## src/exc_pkg.sv

```systemverilog
/*
  Shared constants and carrier types of the resource-conflict exception unit.
  Assumes a 32-bit APB register bus and a core that reports retiring writes per slot.
*/
package exc_pkg;
  // APB byte offsets
  localparam logic [7:0] OFF_FLAG = 8'h00;       // Exception flag register, read only
  localparam logic [7:0] OFF_CLEAR = 8'h04;      // Exception clear register, write only
  localparam logic [7:0] OFF_CAUSE = 8'h08;      // Internal cause register, read only
  localparam logic [7:0] OFF_RETURN = 8'h0c;     // Exception return pointer, read only
  localparam logic [7:0] OFF_TASK = 8'h10;       // Saved task state, read only
  localparam logic [7:0] OFF_VECTOR = 8'h14;     // Vector table pointer, read/write
  localparam logic [7:0] OFF_IRQ_STATUS = 8'h18; // Sticky events, cleared by read
  localparam logic [7:0] OFF_IRQ_MASK = 8'h1c;   // Event mask, read/write
  localparam logic [7:0] OFF_CTRL = 8'h20;       // Control and diagnostic bits

  // Field positions
  localparam int EXC_FLAG_BIT = 1;   // Internal exception flag in the flag register
  localparam int CAUSE_CONFLICT_BIT = 0; // Write conflict cause in the cause register
  localparam int TSR_INT_BIT = 0;    // Interrupt flag in saved task state
  localparam int TSR_LOOP_BIT = 1;   // Loop active flag
  localparam int TSR_BRANCH_BIT = 2; // Branch in flight flag
  localparam int TSR_MODE_LSB = 3;   // Context mode field, two bits
  localparam int EV_CONFLICT = 0;    // Event: conflict seen
  localparam int EV_DEFERRED = 1;    // Event: deferred exception taken
  localparam int EV_IMMEDIATE = 2;   // Event: exception taken at once
  localparam int NUM_EVENTS = 3;
  localparam int CTRL_DETECT_EN = 0; // Conflict detection enable
  localparam int CTRL_VEC_MATCH = 8; // Read only: return pointer hits vector table

  // Values
  localparam logic [31:0] CLEAR_FLAG_VALUE = 32'h00000002;
  localparam logic [31:0] VEC_MATCH_MASK = 32'h0ffffe1f;
  localparam logic [31:0] CTRL_RESET = 32'h00000001;
  localparam logic [1:0] MODE_SUPERVISOR = 2'h0;

  // One retiring register write of the current cycle
  typedef struct packed {
    logic valid;         // Slot writes this cycle
    logic annulled;      // Instruction was annulled by a drain
    logic [2:0] latency; // Delay-slot class of the instruction
    logic [5:0] dest;    // Destination register number
  } write_slot_t;

  // Machine task state seen by the exception logic
  typedef struct packed {
    logic [1:0] context_mode_field;
    logic branch_in_flight_flag;
    logic loop_active_flag;
    logic int_flag;
  } task_state_t;
endpackage

```

## src/conflict_detect.sv

```systemverilog
/*
  Pairwise write-conflict detector over the retiring write slots.
  Assumes slots carry the annulled mark set by the pipeline drain logic.
*/
`timescale 1ns/1ps
module conflict_detect #(
  parameter int NUM_SLOTS = 4
) (
  input wire exc_pkg::write_slot_t [NUM_SLOTS-1:0] slots,
  input wire logic enable,
  output logic conflict
);
  localparam int NUM_PAIRS = NUM_SLOTS * NUM_SLOTS;

  // A slot takes part only if it really writes and was not annulled
  function automatic logic counts(input exc_pkg::write_slot_t s);
    counts = s.valid && !s.annulled;
  endfunction

  logic [NUM_PAIRS-1:0] hit; // One bit per ordered pair

  // Compare each pair once; lower pairs stay zero
  genvar i, j;
  generate
    for (i = 0; i < NUM_SLOTS; i++) begin : g_row
      for (j = 0; j < NUM_SLOTS; j++) begin : g_col
        if (j > i) begin : g_pair
          assign hit[i*NUM_SLOTS+j] = counts(slots[i]) && counts(slots[j]) && // RL3 RL12
                                      (slots[i].dest == slots[j].dest) &&
                                      (slots[i].latency != slots[j].latency); // RL1
        end else begin : g_none
          assign hit[i*NUM_SLOTS+j] = 1'b0;
        end
      end
    end
  endgenerate

  // Predicates from annulled packets never reach here, so no false hit
  assign conflict = enable && (|hit); // RL4
endmodule

```

## src/exception_sequencer.sv

```systemverilog
/*
  Decides when a detected conflict is taken: at once, or deferred to the handler.
  Assumes drain_active spans the interrupt drain and handler_reached pulses once.
*/
`timescale 1ns/1ps
module exception_sequencer (
  input wire logic clk,
  input wire logic reset,
  input wire logic conflict,
  input wire logic drain_active,
  input wire logic handler_reached,
  output logic take_immediate,
  output logic take_deferred,
  output logic pending
);
  typedef enum logic {SEQ_IDLE, SEQ_PENDING} seq_state_t;

  seq_state_t state_r; // Current state
  seq_state_t state_nxt; // Next state

  // Next state and take strobes
  always_comb begin
    state_nxt = state_r;
    take_immediate = 1'b0;
    take_deferred = 1'b0;
    case (state_r)
      SEQ_IDLE: begin
        // Seen during the drain: hold until the handler is reached
        if (conflict && drain_active) begin
          state_nxt = SEQ_PENDING; // RL5
        end else if (conflict) begin
          take_immediate = 1'b1;
        end
      end
      SEQ_PENDING: begin
        // Further conflicts fold into the one pending
        if (handler_reached) begin
          take_deferred = 1'b1; // RL5
          state_nxt = SEQ_IDLE;
        end
      end
      default: state_nxt = SEQ_IDLE;
    endcase
  end

  // State register
  always_ff @(posedge clk) begin
    if (reset) begin
      state_r <= SEQ_IDLE;
    end else begin
      state_r <= state_nxt;
    end
  end

  assign pending = (state_r == SEQ_PENDING);
endmodule

```

## src/resource_conflict_unit.sv

```systemverilog
/*
  Resource-conflict exception unit: detection, deferral, capture of return
  pointer and task state, flag and cause registers, APB slave, interrupt.
  Assumes the core supplies retiring write slots, drain and handler strobes,
  the live pc and task state, and the handler fetch packet address.
*/
// Notes on behaviour
// RL1: Unequal-latency writes to one register raise conflict.
// RL2: Interrupt drain annuls in-flight instructions.
// RL3: Annulled instructions never enter conflict detection.
// RL4: Annulled predicate updates cannot fake conflicts.
// RL5: Conflict during drain waits for handler arrival.
// RL6: Deferred take captures state at handler arrival.
// RL7: Deferred task state: interrupt 1, others zero.
// RL8: Return pointer addresses interrupt service packet.
// RL9: Cause register sets only the conflict bit.
// RL10: Internal exception flag set on raising.
// RL11: Writing two to clear register clears flag.
// RL12: Every annulled instruction skips conflict checking.
`timescale 1ns/1ps
module resource_conflict_unit #(
  parameter int NUM_SLOTS = 4
) (
  input wire logic clk,
  input wire logic reset,
  // APB slave
  input wire logic psel,
  input wire logic penable,
  input wire logic pwrite,
  input wire logic [7:0] paddr,
  input wire logic [31:0] pwdata,
  output logic [31:0] prdata,
  output logic pready,
  output logic pslverr,
  // Core side
  input wire exc_pkg::write_slot_t [NUM_SLOTS-1:0] slots,
  input wire logic drain_active,
  input wire logic handler_reached,
  input wire logic [31:0] exec_pc,
  input wire exc_pkg::task_state_t live_task_state,
  input wire logic [31:0] handler_fetch_addr,
  output logic annul_inflight,
  output logic exception_request,
  output logic exception_pending,
  output logic irq
);
  // Bus state
  logic pready_r; // Access phase answered
  logic pready_nxt;
  logic pslverr_r; // Unmapped address flagged
  logic pslverr_nxt;
  logic [31:0] prdata_r; // Read data held for the answer
  logic [31:0] prdata_nxt;
  // Exception state
  // Flag and cause always clear together, so software never sees them disagree
  logic exc_flag_r; // Internal exception flag
  logic exc_flag_nxt;
  logic cause_r; // Write conflict cause
  logic cause_nxt;
  logic [31:0] return_ptr_r; // Exception return pointer
  logic [31:0] return_ptr_nxt;
  exc_pkg::task_state_t saved_tsr_r; // Saved task state
  exc_pkg::task_state_t saved_tsr_nxt;
  logic [31:0] vector_ptr_r; // Vector table pointer
  logic [31:0] vector_ptr_nxt;
  logic [31:0] ctrl_r; // Control bits
  logic [31:0] ctrl_nxt;
  logic exc_req_r; // Exception request pulse to the core
  logic exc_req_nxt;
  logic pending_r; // Registered pending view
  logic annul_r; // Annul strobe to the pipeline
  logic annul_nxt;
  // Interrupt state
  logic [exc_pkg::NUM_EVENTS-1:0] irq_status_r; // Sticky events
  logic [exc_pkg::NUM_EVENTS-1:0] irq_status_nxt;
  logic [exc_pkg::NUM_EVENTS-1:0] irq_mask_r; // Event enables
  logic [exc_pkg::NUM_EVENTS-1:0] irq_mask_nxt;
  logic irq_r; // Interrupt output
  logic irq_nxt;
  // Internal strobes
  logic conflict; // Conflict this cycle
  logic take_immediate; // Take now
  logic take_deferred; // Take on handler arrival
  logic seq_pending; // Conflict waits for handler
  logic access; // Access phase of a transfer
  logic commit; // Transfer completes this edge
  logic wr_commit; // Write completes
  logic rd_commit; // Read completes
  logic clear_flag; // Clear register write hits the flag
  logic vec_match; // Return pointer lies in the vector table
  logic [31:0] tsr_word; // Saved task state as a word
  logic [exc_pkg::NUM_EVENTS-1:0] events; // Events of this cycle

  // True when an offset belongs to the map
  function automatic logic mapped(input logic [7:0] a);
    case (a)
      exc_pkg::OFF_FLAG, exc_pkg::OFF_CLEAR, exc_pkg::OFF_CAUSE, exc_pkg::OFF_RETURN,
      exc_pkg::OFF_TASK, exc_pkg::OFF_VECTOR, exc_pkg::OFF_IRQ_STATUS,
      exc_pkg::OFF_IRQ_MASK, exc_pkg::OFF_CTRL: mapped = 1'b1;
      default: mapped = 1'b0;
    endcase
  endfunction

  // Detector over the retiring writes
  // Annulled slots are dropped inside the detector, never here, so that
  // a drain can not raise a conflict from writes that will not happen
  conflict_detect #(
    .NUM_SLOTS(NUM_SLOTS)
  ) u_detect (
    .slots(slots),
    .enable(ctrl_r[exc_pkg::CTRL_DETECT_EN]),
    .conflict(conflict)
  );

  // Decides between immediate and deferred take
  // A conflict seen during a drain is held back: taking it there would
  // save the state of a half-flushed pipeline that software can not
  // resume from, so it waits for the handler-arrival strobe
  exception_sequencer u_seq (
    .clk(clk),
    .reset(reset),
    .conflict(conflict),
    .drain_active(drain_active),
    .handler_reached(handler_reached),
    .take_immediate(take_immediate),
    .take_deferred(take_deferred),
    .pending(seq_pending)
  );

  // Bus phase decode
  assign access = psel && penable;
  assign commit = access && pready_r;
  assign wr_commit = commit && pwrite && !pslverr_r;
  assign rd_commit = commit && !pwrite && !pslverr_r;
  // The handler writes two here before returning through the saved pointer;
  // any value with that bit set clears, the other bits are ignored
  assign clear_flag = wr_commit && (paddr == exc_pkg::OFF_CLEAR) &&
                      ((pwdata & exc_pkg::CLEAR_FLAG_VALUE) != 32'h00000000); // RL11

  // Vector table hit under the fetch packet mask
  assign vec_match = ((return_ptr_r & exc_pkg::VEC_MATCH_MASK) ==
                      (vector_ptr_r & exc_pkg::VEC_MATCH_MASK)); // RL8

  // Saved task state laid out as a word
  always_comb begin
    tsr_word = 32'h00000000;
    tsr_word[exc_pkg::TSR_INT_BIT] = saved_tsr_r.int_flag;
    tsr_word[exc_pkg::TSR_LOOP_BIT] = saved_tsr_r.loop_active_flag;
    tsr_word[exc_pkg::TSR_BRANCH_BIT] = saved_tsr_r.branch_in_flight_flag;
    tsr_word[exc_pkg::TSR_MODE_LSB +: 2] = saved_tsr_r.context_mode_field;
  end

  // APB answer: one wait state, read data and error registered
  // The master still holds the access phase in the answer cycle, so
  // the error must drop by itself there: it stands beside pready only
  always_comb begin
    pready_nxt = access && !pready_r;
    pslverr_nxt = 1'b0;
    prdata_nxt = prdata_r;
    // First access cycle: decode once and register the answer
    if (access && !pready_r) begin
      pslverr_nxt = !mapped(paddr);
      prdata_nxt = 32'h00000000;
      if (!pwrite) begin
        case (paddr)
          exc_pkg::OFF_FLAG: prdata_nxt[exc_pkg::EXC_FLAG_BIT] = exc_flag_r;
          exc_pkg::OFF_CAUSE: prdata_nxt[exc_pkg::CAUSE_CONFLICT_BIT] = cause_r; // RL9
          exc_pkg::OFF_RETURN: prdata_nxt = return_ptr_r;
          exc_pkg::OFF_TASK: prdata_nxt = tsr_word;
          exc_pkg::OFF_VECTOR: prdata_nxt = vector_ptr_r;
          exc_pkg::OFF_IRQ_STATUS: prdata_nxt[exc_pkg::NUM_EVENTS-1:0] = irq_status_r;
          exc_pkg::OFF_IRQ_MASK: prdata_nxt[exc_pkg::NUM_EVENTS-1:0] = irq_mask_r;
          exc_pkg::OFF_CTRL: begin
            prdata_nxt = ctrl_r;
            prdata_nxt[exc_pkg::CTRL_VEC_MATCH] = vec_match;
          end
          // Clear register and unmapped offsets read zero
          default: prdata_nxt = 32'h00000000;
        endcase
      end
    end
  end

  // Software registers
  always_comb begin
    vector_ptr_nxt = vector_ptr_r;
    irq_mask_nxt = irq_mask_r;
    ctrl_nxt = ctrl_r;
    if (wr_commit) begin
      case (paddr)
        exc_pkg::OFF_VECTOR: vector_ptr_nxt = pwdata;
        exc_pkg::OFF_IRQ_MASK: irq_mask_nxt = pwdata[exc_pkg::NUM_EVENTS-1:0];
        exc_pkg::OFF_CTRL: begin
          ctrl_nxt = 32'h00000000;
          ctrl_nxt[exc_pkg::CTRL_DETECT_EN] = pwdata[exc_pkg::CTRL_DETECT_EN];
        end
        // Other offsets hold no writable state here
        default: ctrl_nxt = ctrl_r;
      endcase
    end
  end

  // Flag, cause and capture of the machine state
  // A deferred take does not read the live pc or task state: on handler
  // arrival the saved values follow the interrupt-entry pattern, which
  // is what lets software tell a take inside a context switch apart
  always_comb begin
    exc_flag_nxt = exc_flag_r;
    cause_nxt = cause_r;
    return_ptr_nxt = return_ptr_r;
    saved_tsr_nxt = saved_tsr_r;
    exc_req_nxt = 1'b0;
    // Software clear first, so a take in the same cycle wins
    if (clear_flag) begin
      exc_flag_nxt = 1'b0; // RL11
      cause_nxt = 1'b0;
    end
    if (take_deferred) begin
      // State as it stands on arrival at the handler
      return_ptr_nxt = handler_fetch_addr; // RL6 RL8
      saved_tsr_nxt.int_flag = 1'b1; // RL7
      saved_tsr_nxt.loop_active_flag = 1'b0; // RL7
      saved_tsr_nxt.branch_in_flight_flag = 1'b0; // RL7
      saved_tsr_nxt.context_mode_field = exc_pkg::MODE_SUPERVISOR; // RL7
      // Conflict is the only cause kept, so no other cause bit can be set
      exc_flag_nxt = 1'b1; // RL10
      cause_nxt = 1'b1; // RL9
      exc_req_nxt = 1'b1;
    end else if (take_immediate) begin
      // Outside a drain the live state is saved
      return_ptr_nxt = exec_pc;
      saved_tsr_nxt = live_task_state;
      exc_flag_nxt = 1'b1; // RL10
      cause_nxt = 1'b1; // RL9
      exc_req_nxt = 1'b1;
    end
  end

  // Drain annuls every instruction still in flight
  // The strobe lags the drain by one cycle; the pipeline marks the
  // retiring slots itself, so the detector does not wait for it
  always_comb begin
    annul_nxt = drain_active; // RL2
  end

  // Sticky events, cleared by read, set wins over clear
  // The interrupt uses the next status and mask, so it follows a new
  // event, a mask write or a clearing read by exactly one cycle
  always_comb begin
    events = '0;
    events[exc_pkg::EV_CONFLICT] = conflict;
    events[exc_pkg::EV_DEFERRED] = take_deferred;
    events[exc_pkg::EV_IMMEDIATE] = take_immediate;
    irq_status_nxt = irq_status_r;
    if (rd_commit && (paddr == exc_pkg::OFF_IRQ_STATUS)) begin
      irq_status_nxt = '0;
    end
    irq_status_nxt = irq_status_nxt | events;
    irq_nxt = |(irq_status_nxt & irq_mask_nxt);
  end

  // Bus registers
  always_ff @(posedge clk) begin
    if (reset) begin
      pready_r <= 1'b0;
      pslverr_r <= 1'b0;
      prdata_r <= 32'h00000000;
    end else begin
      pready_r <= pready_nxt;
      pslverr_r <= pslverr_nxt;
      prdata_r <= prdata_nxt;
    end
  end

  // Software registers
  always_ff @(posedge clk) begin
    if (reset) begin
      vector_ptr_r <= 32'h00000000;
      irq_mask_r <= '0;
      ctrl_r <= exc_pkg::CTRL_RESET;
    end else begin
      vector_ptr_r <= vector_ptr_nxt;
      irq_mask_r <= irq_mask_nxt;
      ctrl_r <= ctrl_nxt;
    end
  end

  // Exception state registers
  always_ff @(posedge clk) begin
    if (reset) begin
      // Nothing pending or flagged after reset
      exc_flag_r <= 1'b0;
      cause_r <= 1'b0;
      return_ptr_r <= 32'h00000000;
      saved_tsr_r <= '0;
      exc_req_r <= 1'b0;
      pending_r <= 1'b0;
      annul_r <= 1'b0;
    end else begin
      // Flag and cause move together
      exc_flag_r <= exc_flag_nxt;
      cause_r <= cause_nxt;
      return_ptr_r <= return_ptr_nxt;
      saved_tsr_r <= saved_tsr_nxt;
      exc_req_r <= exc_req_nxt;
      pending_r <= seq_pending;
      annul_r <= annul_nxt;
    end
  end

  // Interrupt registers
  always_ff @(posedge clk) begin
    if (reset) begin
      irq_status_r <= '0;
      irq_r <= 1'b0;
    end else begin
      irq_status_r <= irq_status_nxt;
      irq_r <= irq_nxt;
    end
  end

  // Outputs straight from flip-flops
  // No output passes through logic, so the core and the bus see
  // clean values one clock after each decision, exception_pending two clocks after
  assign prdata = prdata_r;
  assign pready = pready_r;
  assign pslverr = pslverr_r;
  assign annul_inflight = annul_r;
  assign exception_request = exc_req_r;
  assign exception_pending = pending_r;
  assign irq = irq_r;
endmodule

```

## config.mk

```make
export PLATFORM = sky130hd
export DESIGN_NAME = resource_conflict_unit
export DESIGN_NICKNAME = d
export VERILOG_FILES = /design/src/exc_pkg.sv /design/src/conflict_detect.sv /design/src/exception_sequencer.sv /design/src/resource_conflict_unit.sv
export SDC_FILE = /design/constraint.sdc
export NUM_CORES = 1
export LEC_CHECK = 0
export ABC_AREA = 1
export BUFFER_PORTS_ARGS = -buffer_cell sky130_fd_sc_hd__buf_2
export CORE_MARGIN = 5
export CORE_UTILIZATION = 35
export CTS_BUF_LIST = sky130_fd_sc_hd__clkbuf_4 sky130_fd_sc_hd__clkbuf_8 sky130_fd_sc_hd__clkbuf_16
export DETAILED_ROUTE_END_ITERATION = 12
export SKIP_LAST_GASP = 1
export SYNTH_ARGS = -nofsm -noshare
export SYNTH_HDL_FRONTEND = slang
export SYNTH_HIERARCHICAL = 1
export SYNTH_SLANG_ARGS = --single-unit
```

## constraint.sdc

```tcl
create_clock -name clk -period 2.3 [get_ports clk]
set_input_delay 0.115 -clock clk [delete_from_list [all_inputs] [get_ports clk]]
set_output_delay 0.115 -clock clk [all_outputs]
set_load 0.05 [all_outputs]
```

### Yosys cells after proc, flatten, opt, wreduce, memory -nomap -nowiden

Index checks and enable logic that the tools add are counted.

* output and inout port bits: 38
* bits of input ports: 160
* flip-flop bits (word level): 116
* logic and storage cells: 122

* equal/unequal tests: 21
* multiplexer cells: 27
* reduce and logical (&&, ||, !) cells: 52
* bitwise logic cells: 4

Operators with widths (count)
* $pmux 29 s4: 1
* $mux 32: 3
* $eq 6x6->1: 6
* $logic_and 1x1->1: 34
* $eq 8x5->1 const B: 4
* $eq 24x24->1: 1
* $ne 3x3->1: 6
* $eq 8x4->1 const B: 2
* $mux 1: 16
* $mux 3: 3
* $reduce_or 9->1: 1
* $eq 8x3->1 const B: 1
* $eq 8x6->1 const B: 1
* $logic_not 1->1: 8
* $logic_not 8->1: 1
* $pmux 1 s7: 1
* $pmux 1 s6: 1
* $reduce_or 6->1: 1
* $pmux 1 s5: 1
* $reduce_and 2->1: 2
* $reduce_or 2->1: 2
* $and 3x3->3: 1
* $or 3x3->3: 1
* $reduce_bool 3->1: 1
* other kinds (4): 5

### Longest topological paths before layout

Gate-level depths: netlist (run 1).

* word-level depth: 13
* depth in mapped cells: 17

### Hierarchy

Netlist (run 1), hierarchy kept.

Modules (own cells, without submodules)
* resource_conflict_unit: cells each 803, area each 5370.2 µm², sequential area each 2302.2 µm², instances 1
* conflict_detect: cells each 145, area each 785.8 µm², sequential area each 0.0 µm², instances 1
* exception_sequencer: cells each 8, area each 51.3 µm², sequential area each 20.0 µm², instances 1

### Least setup slack after synthesis (run 1)

Ideal clock, no wire load.

* kind: input-to-reg
* from: input slots[31] (netlist bit)
* to: register return_ptr_r[28]
* path slack: 0.084 ns
* stages: 17
* data arrival time: 2.159 ns
* path through: inv_1 -> nand2_1 -> nor2_1 -> nand2_1 -> nor2_1 -> nand3_1 -> nand2_1 -> inv_1 -> a21oi_1 -> nor3b_1 -> inv_1 -> nor2_1 -> buf_2 -> nand2_1 -> o211ai_1 -> nand2_1 -> inv_1

* cells in the longest elaborated chain, start to end: 11
* elaborated cells on any way between the ends: 18
* classes of those cells: mux (3); reduce/logical (15)

Ends and longest elaborated chain
* from (decl): RTL line resource_conflict_unit.sv:36 `input wire exc_pkg::write_slot_t [NUM_SLOTS-1:0] slots,`
* $logic_not 1->1 (*): RTL line conflict_detect.sv:17 `counts = s.valid && !s.annulled;`
* $logic_and 1x1->1 (*): RTL line conflict_detect.sv:17
* $logic_and 1x1->1 (2 in series): RTL line conflict_detect.sv:28 `assign hit[i*NUM_SLOTS+j] = counts(slots[i]) && counts(slots[j]) &&`
* $logic_and 1x1->1: RTL line conflict_detect.sv:29 `(slots[i].dest == slots[j].dest) &&`
* $reduce_or 6->1 (*): RTL line conflict_detect.sv:39 `assign conflict = enable && (|hit);`
* $logic_and 1x1->1 (*): RTL line conflict_detect.sv:39
* named net conflict: RTL line resource_conflict_unit.sv:81 `logic conflict;`
* $mux 1 / $logic_and 1x1->1 (equally long branches): RTL line exception_sequencer.sv:31, exception_sequencer.sv:29
* $mux 1 (*): RTL line exception_sequencer.sv:29 `if (conflict && drain_active) begin`
* $mux 1 (*): RTL line exception_sequencer.sv:26 `case (state_r)`
* named net take_immediate: RTL line resource_conflict_unit.sv:82 `logic take_immediate;`
* $reduce_bool 2->1 (no source line) (*)
* to (signal assigned): RTL line resource_conflict_unit.sv:303 `return_ptr_r <= return_ptr_nxt;`
* to (decl): RTL line resource_conflict_unit.sv:60 `logic [31:0] return_ptr_r;`

Mark *: on every way through the listed nets, which the timed path passes. The rest lies on a longest branch.
A chain may end at the register's enable or synchronous reset.

### Worst setup path in the final report (run 1)

* from: input slots[9] (netlist bit)
* to: register return_ptr_r[25]

Same word-level chain as after synthesis.

==> metrics.md, run 1 <==
| Metric | Value |
|---|---|
| Max-Cap Viols | 0 |
| Critical Path AT | roughly 2.5 ns |
| Peak supply drop | 528 uV |
| Leakage | ~4.2 nW |
| Final hold vios | 1 |
| Min-delay src | handler_fetch_addr[26] |
| Status | finished, violations left |
| WL final | around 21 mm |
| Root buf cell | clkbuf_16 |
| Syn nets | approximately 1100 |
| WHS | -0.00989 ns |
| Vias | roughly 7000 |
| FF-to-FF End | return_ptr_r[25]$_SDFFE_PP0P_ |
| DRT iter0 DRCs | roughly 330 |
| Worst Max-Slew Pin Slew | a little under 0.6 ns |
| NumNets Final | about 1400 |
| IO buf count | roughly 200 |
| Final RePlAce weighted congestion | 0.832 |
| Number of remaining DRC errors | 0 |
| Worst r2r src | u_seq/pending$_SDFF_PP0_ |
| Violated checks | hold timing |
| Fraction of layout cells with a size suffix above 1 | roughly 23% |
| TritonCTS Buffers | 17 |
| Post-synth EDFFs | 0 |
| # diodes | 0 |
| CP Cell Sequence | buf_2 -> inv_1 -> nand2_2 -> nor2_1 -> nand3_1 -> nor2_1 -> nand3_1 -> nand2_1 -> inv_1 -> a21oi_2 -> nor3b_2 -> buf_4 -> inv_2 -> nor2_4 -> buf_6 -> nand2_1 -> nand3_1 -> nand2_1 -> inv_1 -> dlygate4sd3_1 |
| Hold Crit Class | in2reg |
| CORE AREA | 0.0174 mm2 |
| Vias in the first global route | 6607 |
| Stages on worst setup path | 20 |
| Synth cell types | 32 |
| Ports | 198 |
| Final Critical Period | roughly 2.1 ns |
| # setup viols final | 0 |
| Post-synth top area share | between 30 and 40% |
| Max transition margin | roughly three fifths |
| Slowest CP cell | dlygate4sd3_1 |
| Chip Height | 143 um |
| Wire per inst | between 10 and 15 um |
| Critical Path Fanout Max | 7 |
| Number of core rows | 48 |
| Initial Util | between 30% and 40% |
| Fin. max-slew vios | 0 |
| Yosys warning count | 6 |
| CP Buf/Inv Count | 8 |
| Unrepaired setup endpoints after global routing | no |
| Count leader, synth | nand2_1 |
| CTS H-tree lvls | 4 |
| Fillers | between 1500 and 2000 |
| First-pass GRT wire length | ~33 mm |
| CTS clk-pin slew, worst paths | around 0.050 ns |
| Final HPWL DP | approximately 15 mm |
| Mapped Avg Cell Area | about 6.5 um2 |
| CP Capture Type | register |
| Setup TNS | 0 ns |
| Worst Hold Depth | 5 |
| Critical path startpoint category | input pin |
| Post-synthesis register bit count | 116 |
| Critical path required time | 2.66 ns |
| R2R cell count | 9 |
| Die footprint | approximately 0.020 mm2 |
| Vias per cell | 4.71 |
| Initial antenna violation count | 0 |
| DP Cell Count | ~1400 |
| Clock buffer depth | 2 |
| Fin crit share | between 90% and 100% |
| Synth Flop Type | dfxtp_1 |
| Power Density | around 620 mW/mm2 |
| Ys async rst share | 0% |
| Cell Area, Synth | slightly above 0.006 mm2 |
| Synthesis-to-layout area growth | 42.5% |
| Post-DRT Antenna Nets | 0 |
| GRT overflow | 0 |
| Largest cells by area after synthesis | dfxtp_1 37%, nand2_1 19%, inv_1 7.3% |
| CTS sink cnt | between 100 and 150 |
| Pin count of the biggest net entering global routing | slightly below 50 |
| Top cells by count, synth | 311 x nand2_1, 121 x inv_1, 116 x dfxtp_1 |
| Largest area contributor in the netlist | dfxtp_1 |
| Worst Clk Skew | 0.0141 ns |
| Max Clk Rate | 0.474 GHz |
| Worst hold path endpoint | return_ptr_r[26]$_SDFFE_PP0P_ |
| Largest stage delay, worst path | 0.54 ns |
| Cells after Synth | between 900 and 1000 |
| Worst-Skew Late Latency | 0.42 ns |
| Sequential share of the synthesized area | a little under two fifths |
| Die width | roughly 140 um |
| First-pass DRT Iterations | 4 |
| Fin cells | roughly 1500 |
| Total global-route track usage | 20.1% |
| Cell family with most CP delay | buffers and inverters |
| Flop-to-flop setup slack | about 0.22 ns |
| CTS tree | built |
| Critical path type | in2reg |
==> worst max-delay path by stage <==
stage                          from                       endpoint  slack (ns)
final                      slots[9]  return_ptr_r[25]$_SDFFE_PP0P_        0.19
after global routing      slots[20]  return_ptr_r[25]$_SDFFE_PP0P_      0.0007
after CTS                 slots[42]  return_ptr_r[22]$_SDFFE_PP0P_        0.02
after detailed placement  slots[42]  return_ptr_r[19]$_SDFFE_PP0P_        0.07
after global placement    slots[42]  return_ptr_r[20]$_SDFFE_PP0P_        0.15
after floorplan           slots[31]  return_ptr_r[28]$_SDFFE_PP0P_        0.08
==> cells by family after synthesis <==
family | after synthesis | synth area share, %
flops | 116 | 37.4
xor+xnor | 53 | 7.48
simple gates | 458 | 30.3
buf+inv | 168 | 10.6
compound gates | 161 | 14.2
==> per-layer routing <==
metal / track usage, % / wire length [um]
met1: 26.8 / 9240
met2: 32.2 / 9430
met3: 4.22 / 1710
met4: 6.75 / 373
met5: 0 / 0
==> repair_timing <==
| action | 4_1_cts | 5_1_grt |
|---|---|---|
| hold endpoints to repair | 52 | 0 |
| setup buffers | 0 | 5 |
| hold buffers | 62 | 0 |
| resized for setup | 0 | 12 |
| endpoints found under the setup margin | 0 | 4 |
==> worst min-delay path, delay by kind of cell <==
family	cells	cell delay (ns)
buf+inv	2	0.11
simple gates	3	0.15
==> metrics by stage <==
stage	power, mW	worst slack [ns]	util, %	instance area [um2]	hold slack (ns)
2_1_floorplan	2.26	0.0840	-	6210	0.199
3_3_place_gp	2.51	0.147	43.1	7490	0.358
3_5_place_dp	2.50	0.0662	43.1	7490	0.356
4_1_cts	5.55	0.0216	50.5	8770	0.000200
5_1_grt	5.69	0.000725	50.9	8840	0.0164
6_report	5.50	0.191	50.9	8840	-0.00989
==> layout by cell type, fill, tap and decap left out, types with 12 or more instances in the layout <==
master,instances
nand2_1,308
buf_2,197
inv_1,120
dfxtp_1,116
a21oi_1,76
nand3_1,71
dlygate4sd3_1,61
nor2_1,52
xnor2_1,37
o21ai_0,31
buf_4,23
o22ai_1,22
clkbuf_16,17
o211ai_1,15
xor2_1,15
o21ai_1,12
==> power breakdown <==
| group | switching [mW] | internal (mW) |
|---|---|---|
| registers | 0.00377 | 2.02 |
| logic | 0.265 | 0.259 |
| clock network | 0.918 | 2.04 |
| total | 1.19 | 4.32 |
==> flip-flops by register name (all words and copies together) (netlist names) <==
| register | count |
|---|---|
| annul_inflight | 1 |
| cause_r | 1 |
| ctrl_r | 1 |
| exception_pending | 1 |
| exception_request | 1 |
| irq | 1 |
| irq_mask_r | 3 |
| irq_status_r | 3 |
| prdata | 32 |
| pready | 1 |
| pslverr | 1 |
| return_ptr_r | 32 |
| saved_tsr_r | 5 |
| u_seq/pending | 1 |
| vector_ptr_r | 32 |
==> layout make-up <==
type	count	area [um2]	area share, %
inverters	126	473	5.35
clock inverters	9	174	1.97
multi-input cells	672	3270	37.0
clock buffers	23	489	5.53
flip-flops and latches	116	2320	26.3
repair buffers	285	1830	20.7
well taps	225	282	3.18
(Power assumes the default switching activity.)
==> run 2, diff against run 1 <==
--- a/config.mk
+++ b/config.mk
@@ -14,5 +14,4 @@
 export SKIP_LAST_GASP = 1
 export SYNTH_ARGS = -nofsm -noshare
 export SYNTH_HDL_FRONTEND = slang
-export SYNTH_HIERARCHICAL = 1
 export SYNTH_SLANG_ARGS = --single-unit
==> run 2 against run 1 <==
Largest power group unchanged. Maximum frequency is 24% higher. Hold slack improved by 0.034 ns. Die area shrank 1.5%. The run now ends clean. Highest routed layer unchanged. Area after synthesis shrank 1.6%. Non-clock buffer count decreased by 43. Clock skew is 0.0047 ns lower. Synthesized cell count shrank 9.1%. Power fell by 8.9%. Sequential cell count stayed put.
==> metrics.md, run 2 <==
| Metric | Value |
|---|---|
| CTS clk-pin slew, worst paths | 0.05 ns (about the same) |
| # setup viols final | 0 (unchanged) |
| Final HPWL DP | 14.3 mm (was 15.3 mm) |
| Die footprint | 0.0202 mm2 (was 0.0205 mm2) |
| Top cells by count, synth | 180 x nand2_1, 169 x nor2_1, 116 x dfxtp_1 (was 311 x nand2_1, 121 x inv_1, 116 x dfxtp_1) |
| Final RePlAce weighted congestion | 0.862 (was 0.832) |
| Comb pwr share | 9.9% (was 9.5%) |
| Post-CTS Setup Inserts | 0 (unchanged) |
| Sw frac | 23.4% (was 21.6%) |
| Vias per cell | 4.65 (was 4.71) |
| WHS | 0.0238 ns (was -0.00989 ns) |
| Largest area contributor in the netlist | dfxtp_1 (unchanged) |
| Commonest non-fill, non-tap cell in the layout | buf_2 (was nand2_1) |
| Critical path required time | 2.60 ns (was 2.66 ns) |
| WL final | 18.9 mm (was 20.8 mm) |
| Share of total power in the clock network | 49.7% (was 53.8%) |
| Ys async rst share | 0% (unchanged) |
| Number of remaining DRC errors | 0 (unchanged) |
| CTS sink cnt | 116 (unchanged) |
| DP Cell Count | 1260 (was 1358) |
| Worst-Skew Late Latency | 0.42 ns (about the same) |
| Worst Clk Skew | 0.00940 ns (was 0.0141 ns) |
| Count leader, synth | nand2_1 (unchanged) |
| Resized Gates After CTS | 0 (unchanged) |
| NumNets Final | 1248 (was 1378) |
| First-pass DRT Iterations | 5 (was 4) |
| Wire per inst | 14.2 um (was 14.3 um) |
| Sequential share of the synthesized area | 38.0% (was 37.4%) |
| Post-DRT Antenna Nets | 0 (unchanged) |
| Clock buffer depth | 2 (unchanged) |
| Synthesis-to-layout area growth | 34.6% (was 42.5%) |
| Final hold vios | 0 (was 1) |
| TritonCTS Buffers | 17 (unchanged) |
| Mapped Avg Cell Area | 7.03 um2 (was 6.49 um2) |
| Design Power | 5.01 mW (was 5.50 mW) |
| Number of core rows | 48 (unchanged) |
| Critical path type | reg2reg (was in2reg) |
| P_int | 3.84 mW (was 4.32 mW) |
| Min-delay src | pwdata[16] (was handler_fetch_addr[26]) |
| Vias in the first global route | 5930 (was 6607) |
| Ports | 198 (unchanged) |
| Post-synth top area share | 38.0% (was 37.4%) |
| Post-synth EDFFs | 0 (unchanged) |
| Hold Crit Class | in2reg (unchanged) |
| CORE AREA | 0.0172 mm2 (was 0.0174 mm2) |
| Die width | 142 um (was 143 um) |
| Cell Area, Synth | 0.00611 mm2 (was 0.00621 mm2) |
| DRT iter0 DRCs | 320 (was 332) |
| Final core utilization | 47.7% (was 50.9%) |
| Largest cells by area after synthesis | dfxtp_1 38%, nand2_1 11%, nor2_1 10% (was dfxtp_1 37%, nand2_1 19%, inv_1 7.3%) |
| Cells after Synth | 869 (was 956) |
| Post-synthesis register bit count | 116 (unchanged) |
| Root buf cell | clkbuf_16 (unchanged) |
| Status | finished clean (was finished, violations left) |
| Fin. max-slew vios | 0 (unchanged) |
| Total global-route track usage | 18.6% (was 20.1%) |
| Final Critical Period | 1.70 ns (was 2.11 ns) |
| Fin crit share | 73.9% (was 91.7%) |
| Leakage | 3.98 nW (was 4.18 nW) |
| Pin count of the biggest net entering global routing | 48 (was 49) |
| Commonest non-fill, non-tap cells in the layout | 197 x buf_2, 180 x nand2_1, 168 x nor2_1 (was 308 x nand2_1, 197 x buf_2, 120 x inv_1) |
| First-pass GRT wire length | 29.8 mm (was 32.6 mm) |
| Yosys warning count | 0 (was 6) |
| CTS H-tree lvls | 4 (unchanged) |
| Peak supply drop | 479 uV (was 528 uV) |
| IO buf count | 197 (unchanged) |
| Fillers | 1777 (unchanged) |
| Max Clk Rate | 0.588 GHz (was 0.474 GHz) |
| Critical Path Fanout Max | 4 (was 7) |
| Sw power | 1.17 mW (was 1.19 mW) |
| GRT overflow | 0 (unchanged) |
| Fin cells | 1327 (was 1456) |
| Setup TNS | 0 ns (unchanged) |
| Worst Max-Slew Pin Slew | 0.568 ns (was 0.588 ns) |
| Syn nets | 1029 (was 1116) |
| Synth Flop Type | dfxtp_1 (unchanged) |
| Worst setup path startpoint | pready$_SDFF_PP0_ (was slots[9]) |
| Post-CTS Hold Fix Bufs | 34 (was 62) |
| Chip Height | 142 um (was 143 um) |
| Initial antenna violation count | 1 (was 0) |
| Unrepaired setup endpoints after global routing | no (unchanged) |
| CP Capture Type | register (unchanged) |
| Sequential Power Share | 40.4% (was 36.7%) |
| Fraction of layout cells with a size suffix above 1 | 23.1% (was 23.0%) |
| Synth cell types | 38 (was 32) |
| Max transition margin | 62.1% (was 60.8%) |
| Critical Path AT | 2.00 ns (was 2.47 ns) |
| CTS tree | built (unchanged) |
| Initial Util | 35.4% (was 35.8%) |
| Critical path startpoint category | register (was input pin) |
| Power Density | 609 mW/mm2 (was 622 mW/mm2) |
| Vias | 6176 (was 6863) |
| Max-Cap Viols | 0 (unchanged) |
| Worst r2r src | pready$_SDFF_PP0_ (was u_seq/pending$_SDFF_PP0_) |
-- run 2: worst max-delay path: stages (launching register included) --
cell and delay [ns]:
dfxtp_1 0.36, inv_1 0.05, nor2_1 0.16, nand3_1 0.17
inv_1 0.15, nand2_1 0.12, o21ai_0 0.26, nor3_1 0.09
a21oi_1 0.12, o21ai_1 0.09
-- run 2: power by group through the flow --
stage / registers (mW) / clock network (mW) / logic, mW
3_3_place_gp: 2.07 / 0 / 0.454
5_1_grt: 2.02 / 2.63 / 0.552
2_1_floorplan: 2.07 / 0 / 0.215
6_report: 2.02 / 2.49 / 0.496
4_1_cts: 2.02 / 2.54 / 0.502
3_5_place_dp: 2.07 / 0 / 0.454
-- run 2: per-stage QoR --
step	area, um2	setup WS, ns
after floorplan	6110	0.572
after global placement	7320	0.476
after detailed placement	7320	0.410
after CTS	8220	0.624
after global routing	8220	0.422
final	8220	0.601
-- run 2: kinds of logic (layout without fill, tap and decap cells) --
logic type                count (synthesis)  after routing  synth area share (%)
buffers and inverters                   106            338                  7.13
muxes                                    33             33                  5.41
other                                     0              1                     0
and+or+nand+nor                         422            422                  27.9
AOI/OAI and AO/OA                       129            129                  12.5
xor gates and xnor gates                 63             63                  9.03
DFF                                     116            116                  38.0
-- run 2: final cells by class --
| cell class | count | area (um2) | area share [%] |
|---|---|---|---|
| diodes | 1 | 2.50 | 0.0304 |
| multi-input cells | 647 | 3350 | 40.8 |
| flip-flops and latches | 116 | 2320 | 28.2 |
| well taps | 225 | 282 | 3.42 |
| inverters | 64 | 240 | 2.92 |
| clock inverters | 10 | 81.3 | 0.989 |
| clock buffers | 22 | 482 | 5.86 |
| repair buffers | 242 | 1460 | 17.7 |
-- run 2: per-layer routing --
layer / GRT usage, % / routed length (um) / vias to the layer above
met5: 0 / 0 / -
met4: 5.20 / 221 / 0
met3: 5.38 / 1280 / 16
met2: 29.3 / 8630 / 162
met1: 25.1 / 8730 / 2747
li1: - / - / 3251
-- run 2: path summary, 6_finish.rpt --
check / end / slack, ns / cells past startpoint
worst max-delay path: irq$_SDFF_PP0_ / 0.60 / 9
worst min-delay path: vector_ptr_r[16]$_SDFFE_PP0P_ / 0.02 / 3
worst max register to register: irq$_SDFF_PP0_ / 0.60 / 9
worst min register to register: vector_ptr_r[30]$_SDFFE_PP0P_ / 0.46 / 2
==> run 3, diff against run 2 <==
--- a/config.mk
+++ b/config.mk
@@ -5,7 +5,7 @@
 export SDC_FILE = /design/constraint.sdc
 export NUM_CORES = 1
 export LEC_CHECK = 0
-export ABC_AREA = 1
+export ABC_AREA = 0
 export BUFFER_PORTS_ARGS = -buffer_cell sky130_fd_sc_hd__buf_2
 export CORE_MARGIN = 5
 export CORE_UTILIZATION = 35
==> constraint.sdc (replaced) <==
create_clock -name clk -period 1.5 [get_ports clk]
set_input_delay 0.075 -clock clk [delete_from_list [all_inputs] [get_ports clk]]
set_output_delay 0.075 -clock clk [all_outputs]
set_load 0.05 [all_outputs]
==> run 3 against run 2 <==
The run now ends with setup timing left. Register-to-register slack lost 0.63 ns. Clock power up 72%. Critical path depth rose by 1. Area after synthesis decreased by 4.7%. Combinational power rose by 75%. Critical endpoint is now return_ptr_r[3]$_SDFFE_PP0P_.
==> metrics.md, run 3 <==
| Metric | Value |
|---|---|
| Status | finished, violations left (was finished clean) |
| Violated checks | setup timing |
| Die width | 139 um (was 142 um) |
| Sw power | 1.79 mW (was 1.17 mW) |
| IO buf count | 197 (unchanged) |
| Flop-to-flop setup slack | -0.03 ns (was 0.60 ns) |
| Fraction of layout cells with a size suffix above 1 | 35.4% (was 23.1%) |
| GRT overflow | 0 (unchanged) |
| Vias | 6098 (was 6176) |
| Final core utilization | 56.6% (was 47.7%) |
| Ys async rst share | 0% (unchanged) |
| Worst setup margin | -0.0443 ns (was 0.601 ns) |
| Fillers | 1503 (was 1777) |
| Max Clk Rate | 0.648 GHz |
| Chip Height | 139 um (was 142 um) |
| Fin. max-slew vios | 0 (unchanged) |
| Critical path startpoint category | input pin (was register) |
| CTS clk-pin slew, worst paths | 0.05 ns (about the same) |
| DRT iter0 DRCs | 390 (was 320) |
| Pin count of the biggest net entering global routing | 66 (was 48) |
| Vias per cell | 5.06 (was 4.65) |
| Leakage | 3.83 nW (was 3.98 nW) |
| Critical Path Fanout Max | 5 (was 4) |
| Critical Path AT | 1.83 ns (was 2.00 ns) |
| Final instance area | 0.00931 mm2 (was 0.00822 mm2) |
| Share of total power in the clock network | 52.0% (was 49.7%) |
| Final RePlAce weighted congestion | 0.902 (was 0.862) |
| Final hold vios | 0 (unchanged) |
| Clock buffer depth | 2 (unchanged) |
| Commonest non-fill, non-tap cell in the layout | buf_2 (unchanged) |
| Post-synth top area share | 39.9% (was 38.0%) |
| R2R cell count | 6 (was 9) |
| Wire per inst | 17.7 um (was 14.2 um) |
| Max transition margin | 75.0% (was 62.1%) |
| Cells after Synth | 652 (was 869) |
| Comb pwr share | 10.5% (was 9.9%) |
| TritonCTS Buffers | 17 (unchanged) |
| # diodes | 0 (was 1) |
| Root buf cell | clkbuf_16 (unchanged) |
| Commonest non-fill, non-tap cells in the layout | 193 x buf_2, 113 x dfxtp_1, 86 x dlygate4sd3_1 (was 197 x buf_2, 180 x nand2_1, 168 x nor2_1) |
| Worst hold path endpoint | return_ptr_r[17]$_SDFFE_PP0P_ (was vector_ptr_r[16]$_SDFFE_PP0P_) |
| Unrepaired setup endpoints after global routing | yes (was no) |
| Worst Hold Depth | 3 (unchanged) |
| Critical path type | in2reg (was reg2reg) |
| Most frequent CP cell | buf_6 (was inv_1) |
| WL final | 21.3 mm (was 18.9 mm) |
| Die footprint | 0.0193 mm2 (was 0.0202 mm2) |
| Initial antenna violation count | 0 (was 1) |
| Number of remaining DRC errors | 0 (unchanged) |
| Vias in the first global route | 6153 (was 5930) |
| Met3 WL | 1.55 mm (was 1.28 mm) |
| CP Cell Sequence | buf_6 -> and4bb_1 -> nand4_1 -> a311oi_1 -> nor2_1 -> a31oi_4 -> buf_6 -> buf_12 -> mux2i_2 -> a211oi_2 (was inv_1 -> nor2_1 -> nand3_1 -> inv_1 -> nand2_1 -> o21ai_0 -> nor3_1 -> a21oi_1 -> o21ai_1) |
| Synth Flop Type | dfxtp_1 (unchanged) |
| Synth cell types | 47 (was 38) |
| Sw frac | 21.7% (was 23.4%) |
| First-pass GRT wire length | 32.2 mm (was 29.8 mm) |
| Final Critical Period | about 1.5 ns |
| Slowest CP cell | and4bb_1 (was dfxtp_1) |
| Fin crit share | 103% |
| CORE AREA | 0.0165 mm2 (was 0.0172 mm2) |
| NumNets Final | 1131 (was 1248) |
| Post-synthesis register bit count | 116 (unchanged) |
| Count leader, synth | dfxtp_1 (was nand2_1) |
| Yosys warning count | 0 (unchanged) |
| Routed length on met2 | 10.1 mm (was 8.63 mm) |
| Power Density | 886 mW/mm2 (was 609 mW/mm2) |
| P_int | 6.46 mW (was 3.84 mW) |
| Post-synth EDFFs | 0 (unchanged) |
| Cell Area, Synth | 0.00582 mm2 (was 0.00611 mm2) |
| Sequential share of the synthesized area | 39.9% (was 38.0%) |
| Syn nets | 812 (was 1029) |
| Number of core rows | 47 (was 48) |
| Peak supply drop | 670 uV (was 479 uV) |
| Largest stage delay, worst path | 0.26 ns (was 0.36 ns) |
| Synthesis-to-layout area growth | 60.0% (was 34.6%) |
| CTS sink cnt | 116 (unchanged) |
| # setup viols final | 11 (was 0) |
| CTS H-tree lvls | 4 (unchanged) |
| First-pass DRT Iterations | 5 (unchanged) |
| Mapped Avg Cell Area | 8.93 um2 (was 7.03 um2) |
| Post-DRT Antenna Nets | 0 (unchanged) |
| Worst Clk Skew | 0.00783 ns (was 0.00940 ns) |
| Ports | 198 (unchanged) |
| Worst-Skew Late Latency | 0.42 ns (about the same) |
| Total global-route track usage | 20.6% (was 18.6%) |
| Top cells by count, synth | 116 x dfxtp_1, 81 x nor2_1, 69 x nand2_1 (was 180 x nand2_1, 169 x nor2_1, 116 x dfxtp_1) |
| Worst r2r src | ctrl_r[0]$_SDFFE_PP1P_ (was pready$_SDFF_PP0_) |
| Hold Crit Class | in2reg (unchanged) |
| Top Layer Used | met4 (unchanged) |
| Min-delay src | handler_fetch_addr[17] (was pwdata[16]) |
| Final HPWL DP | 14.4 mm (was 14.3 mm) |
| FF-to-FF End | return_ptr_r[3]$_SDFFE_PP0P_ (was irq$_SDFF_PP0_) |
| Largest area contributor in the netlist | dfxtp_1 (unchanged) |
| CP Capture Type | register (unchanged) |
| Max-Cap Viols | 0 (unchanged) |
| Placed cell areas | 0.00748 mm2 (was 0.00732 mm2) |
| Initial Util | 35.3% (was 35.4%) |
| Critical path required time | 1.78 ns (was 2.60 ns) |
| Wl on met1 | 9.24 mm (was 8.73 mm) |
| Sequential Power Share | 37.6% (was 40.4%) |
| CTS tree | built (unchanged) |
| Largest cells by area after synthesis | dfxtp_1 40%, xnor2_1 8.1%, mux2i_1 6.9% (was dfxtp_1 38%, nand2_1 11%, nor2_1 10%) |
| Worst Max-Slew Pin Slew | 0.375 ns (was 0.568 ns) |
## run 3: cell count changes in the layout (fill, tap and decap cells not counted), moves of 21 or more
| cell | delta |
|---|---|
| a22oi_2 | +21 |
| nand3_1 | -42 |
| a211oi_1 | +26 |
| nand2_1 | -112 |
| dlygate4sd3_1 | +52 |
| inv_1 | -53 |
| nor2_1 | -89 |
| buf_4 | +37 |
| o21ai_0 | -33 |
## run 3: power by group through the flow
stage                     registers [mW]  clock network (mW)  logic [mW]
after floorplan                     3.18                   0       0.261
after global placement              3.16                   0       0.668
after detailed placement            3.16                   0       0.666
after CTS                           3.10                4.35       0.841
after global routing                3.10                4.47       0.932
final                               3.10                4.29       0.866
## run 3: layer usage
metal | track usage [%] | vias up
li1 | - | 2988
met1 | 26.4 | 2847
met2 | 33.6 | 237
met3 | 6.31 | 26
met4 | 6.08 | 0
met5 | 0 | -
## run 3: metrics by stage
step	setup TNS (ns)	setup WS [ns]	total power, mW	instances	hold WS (ns)
finish	-0.147	-0.0443	8.25	1204	0.00747
global route	-2.64	-0.0889	8.50	1204	0.0144
CTS	-0.0555	-0.0281	8.29	1193	0.0000124
detailed placement	-32.95	-0.406	3.83	1074	0.331
global placement	-31.40	-0.377	3.83	1074	0.321
floorplan	-2.88	-0.0634	3.44	652	0.203
## run 3: layout make-up
type                    instances  area [um2]  area share (%)
multi-input cells             484        3430            36.9
repair buffers                348        2620            28.2
flip-flops and latches        116        2330            25.0
clock buffers                  24         514            5.52
well taps                     220         275            2.96
clock inverters                 8         120            1.29
inverters                       4        15.0           0.161
## run 3: how the worst max path moves through the flow
stage                                          endpoint  cells past startpoint               start  slack [ns]
after global routing                     irq$_SDFF_PP0_                      6  pslverr$_SDFF_PP0_       -0.09
after floorplan            return_ptr_r[1]$_SDFFE_PP0P_                      8           slots[31]       -0.06
after CTS                       prdata[30]$_SDFFE_PP0P_                      7   pready$_SDFF_PP0_       -0.03
after detailed placement  return_ptr_r[25]$_SDFFE_PP0P_                      9           slots[42]       -0.41
final                      return_ptr_r[3]$_SDFFE_PP0P_                     10           slots[42]       -0.04
after global placement    return_ptr_r[21]$_SDFFE_PP0P_                      9           slots[42]       -0.38
## run 3: cell families (layout without fill, tap and decap cells)
kind of cell | count (synthesis) | after routing | share of synthesized area, %
buffers and inverters | 52 | 384 | 4.69
and+or+nand+nor | 210 | 210 | 17.3
AOI/OAI and AO/OA | 156 | 156 | 19.5
xor gates and xnor gates | 78 | 78 | 11.7
muxes | 40 | 40 | 6.88
DFF | 116 | 116 | 39.9
## run 3: critical path, delay by kind of cell
kind,cells,cell delay (ns)
and+or+nand+nor,3,0.56
AOI/OAI and AO/OA,3,0.54
muxes,1,0.24
buffers and inverters,3,0.40
## run 3: timing repair
action / 4_1_cts / 5_1_grt
endpoints found under the setup margin: 28 / 93
hold buffers: 86 / 0
gates resized for setup: 5 / 27
endpoints found under the hold margin: 72 / 0
pin swaps: 1 / 16
buffers inserted: 1 / 3
gates cloned: 0 / 8
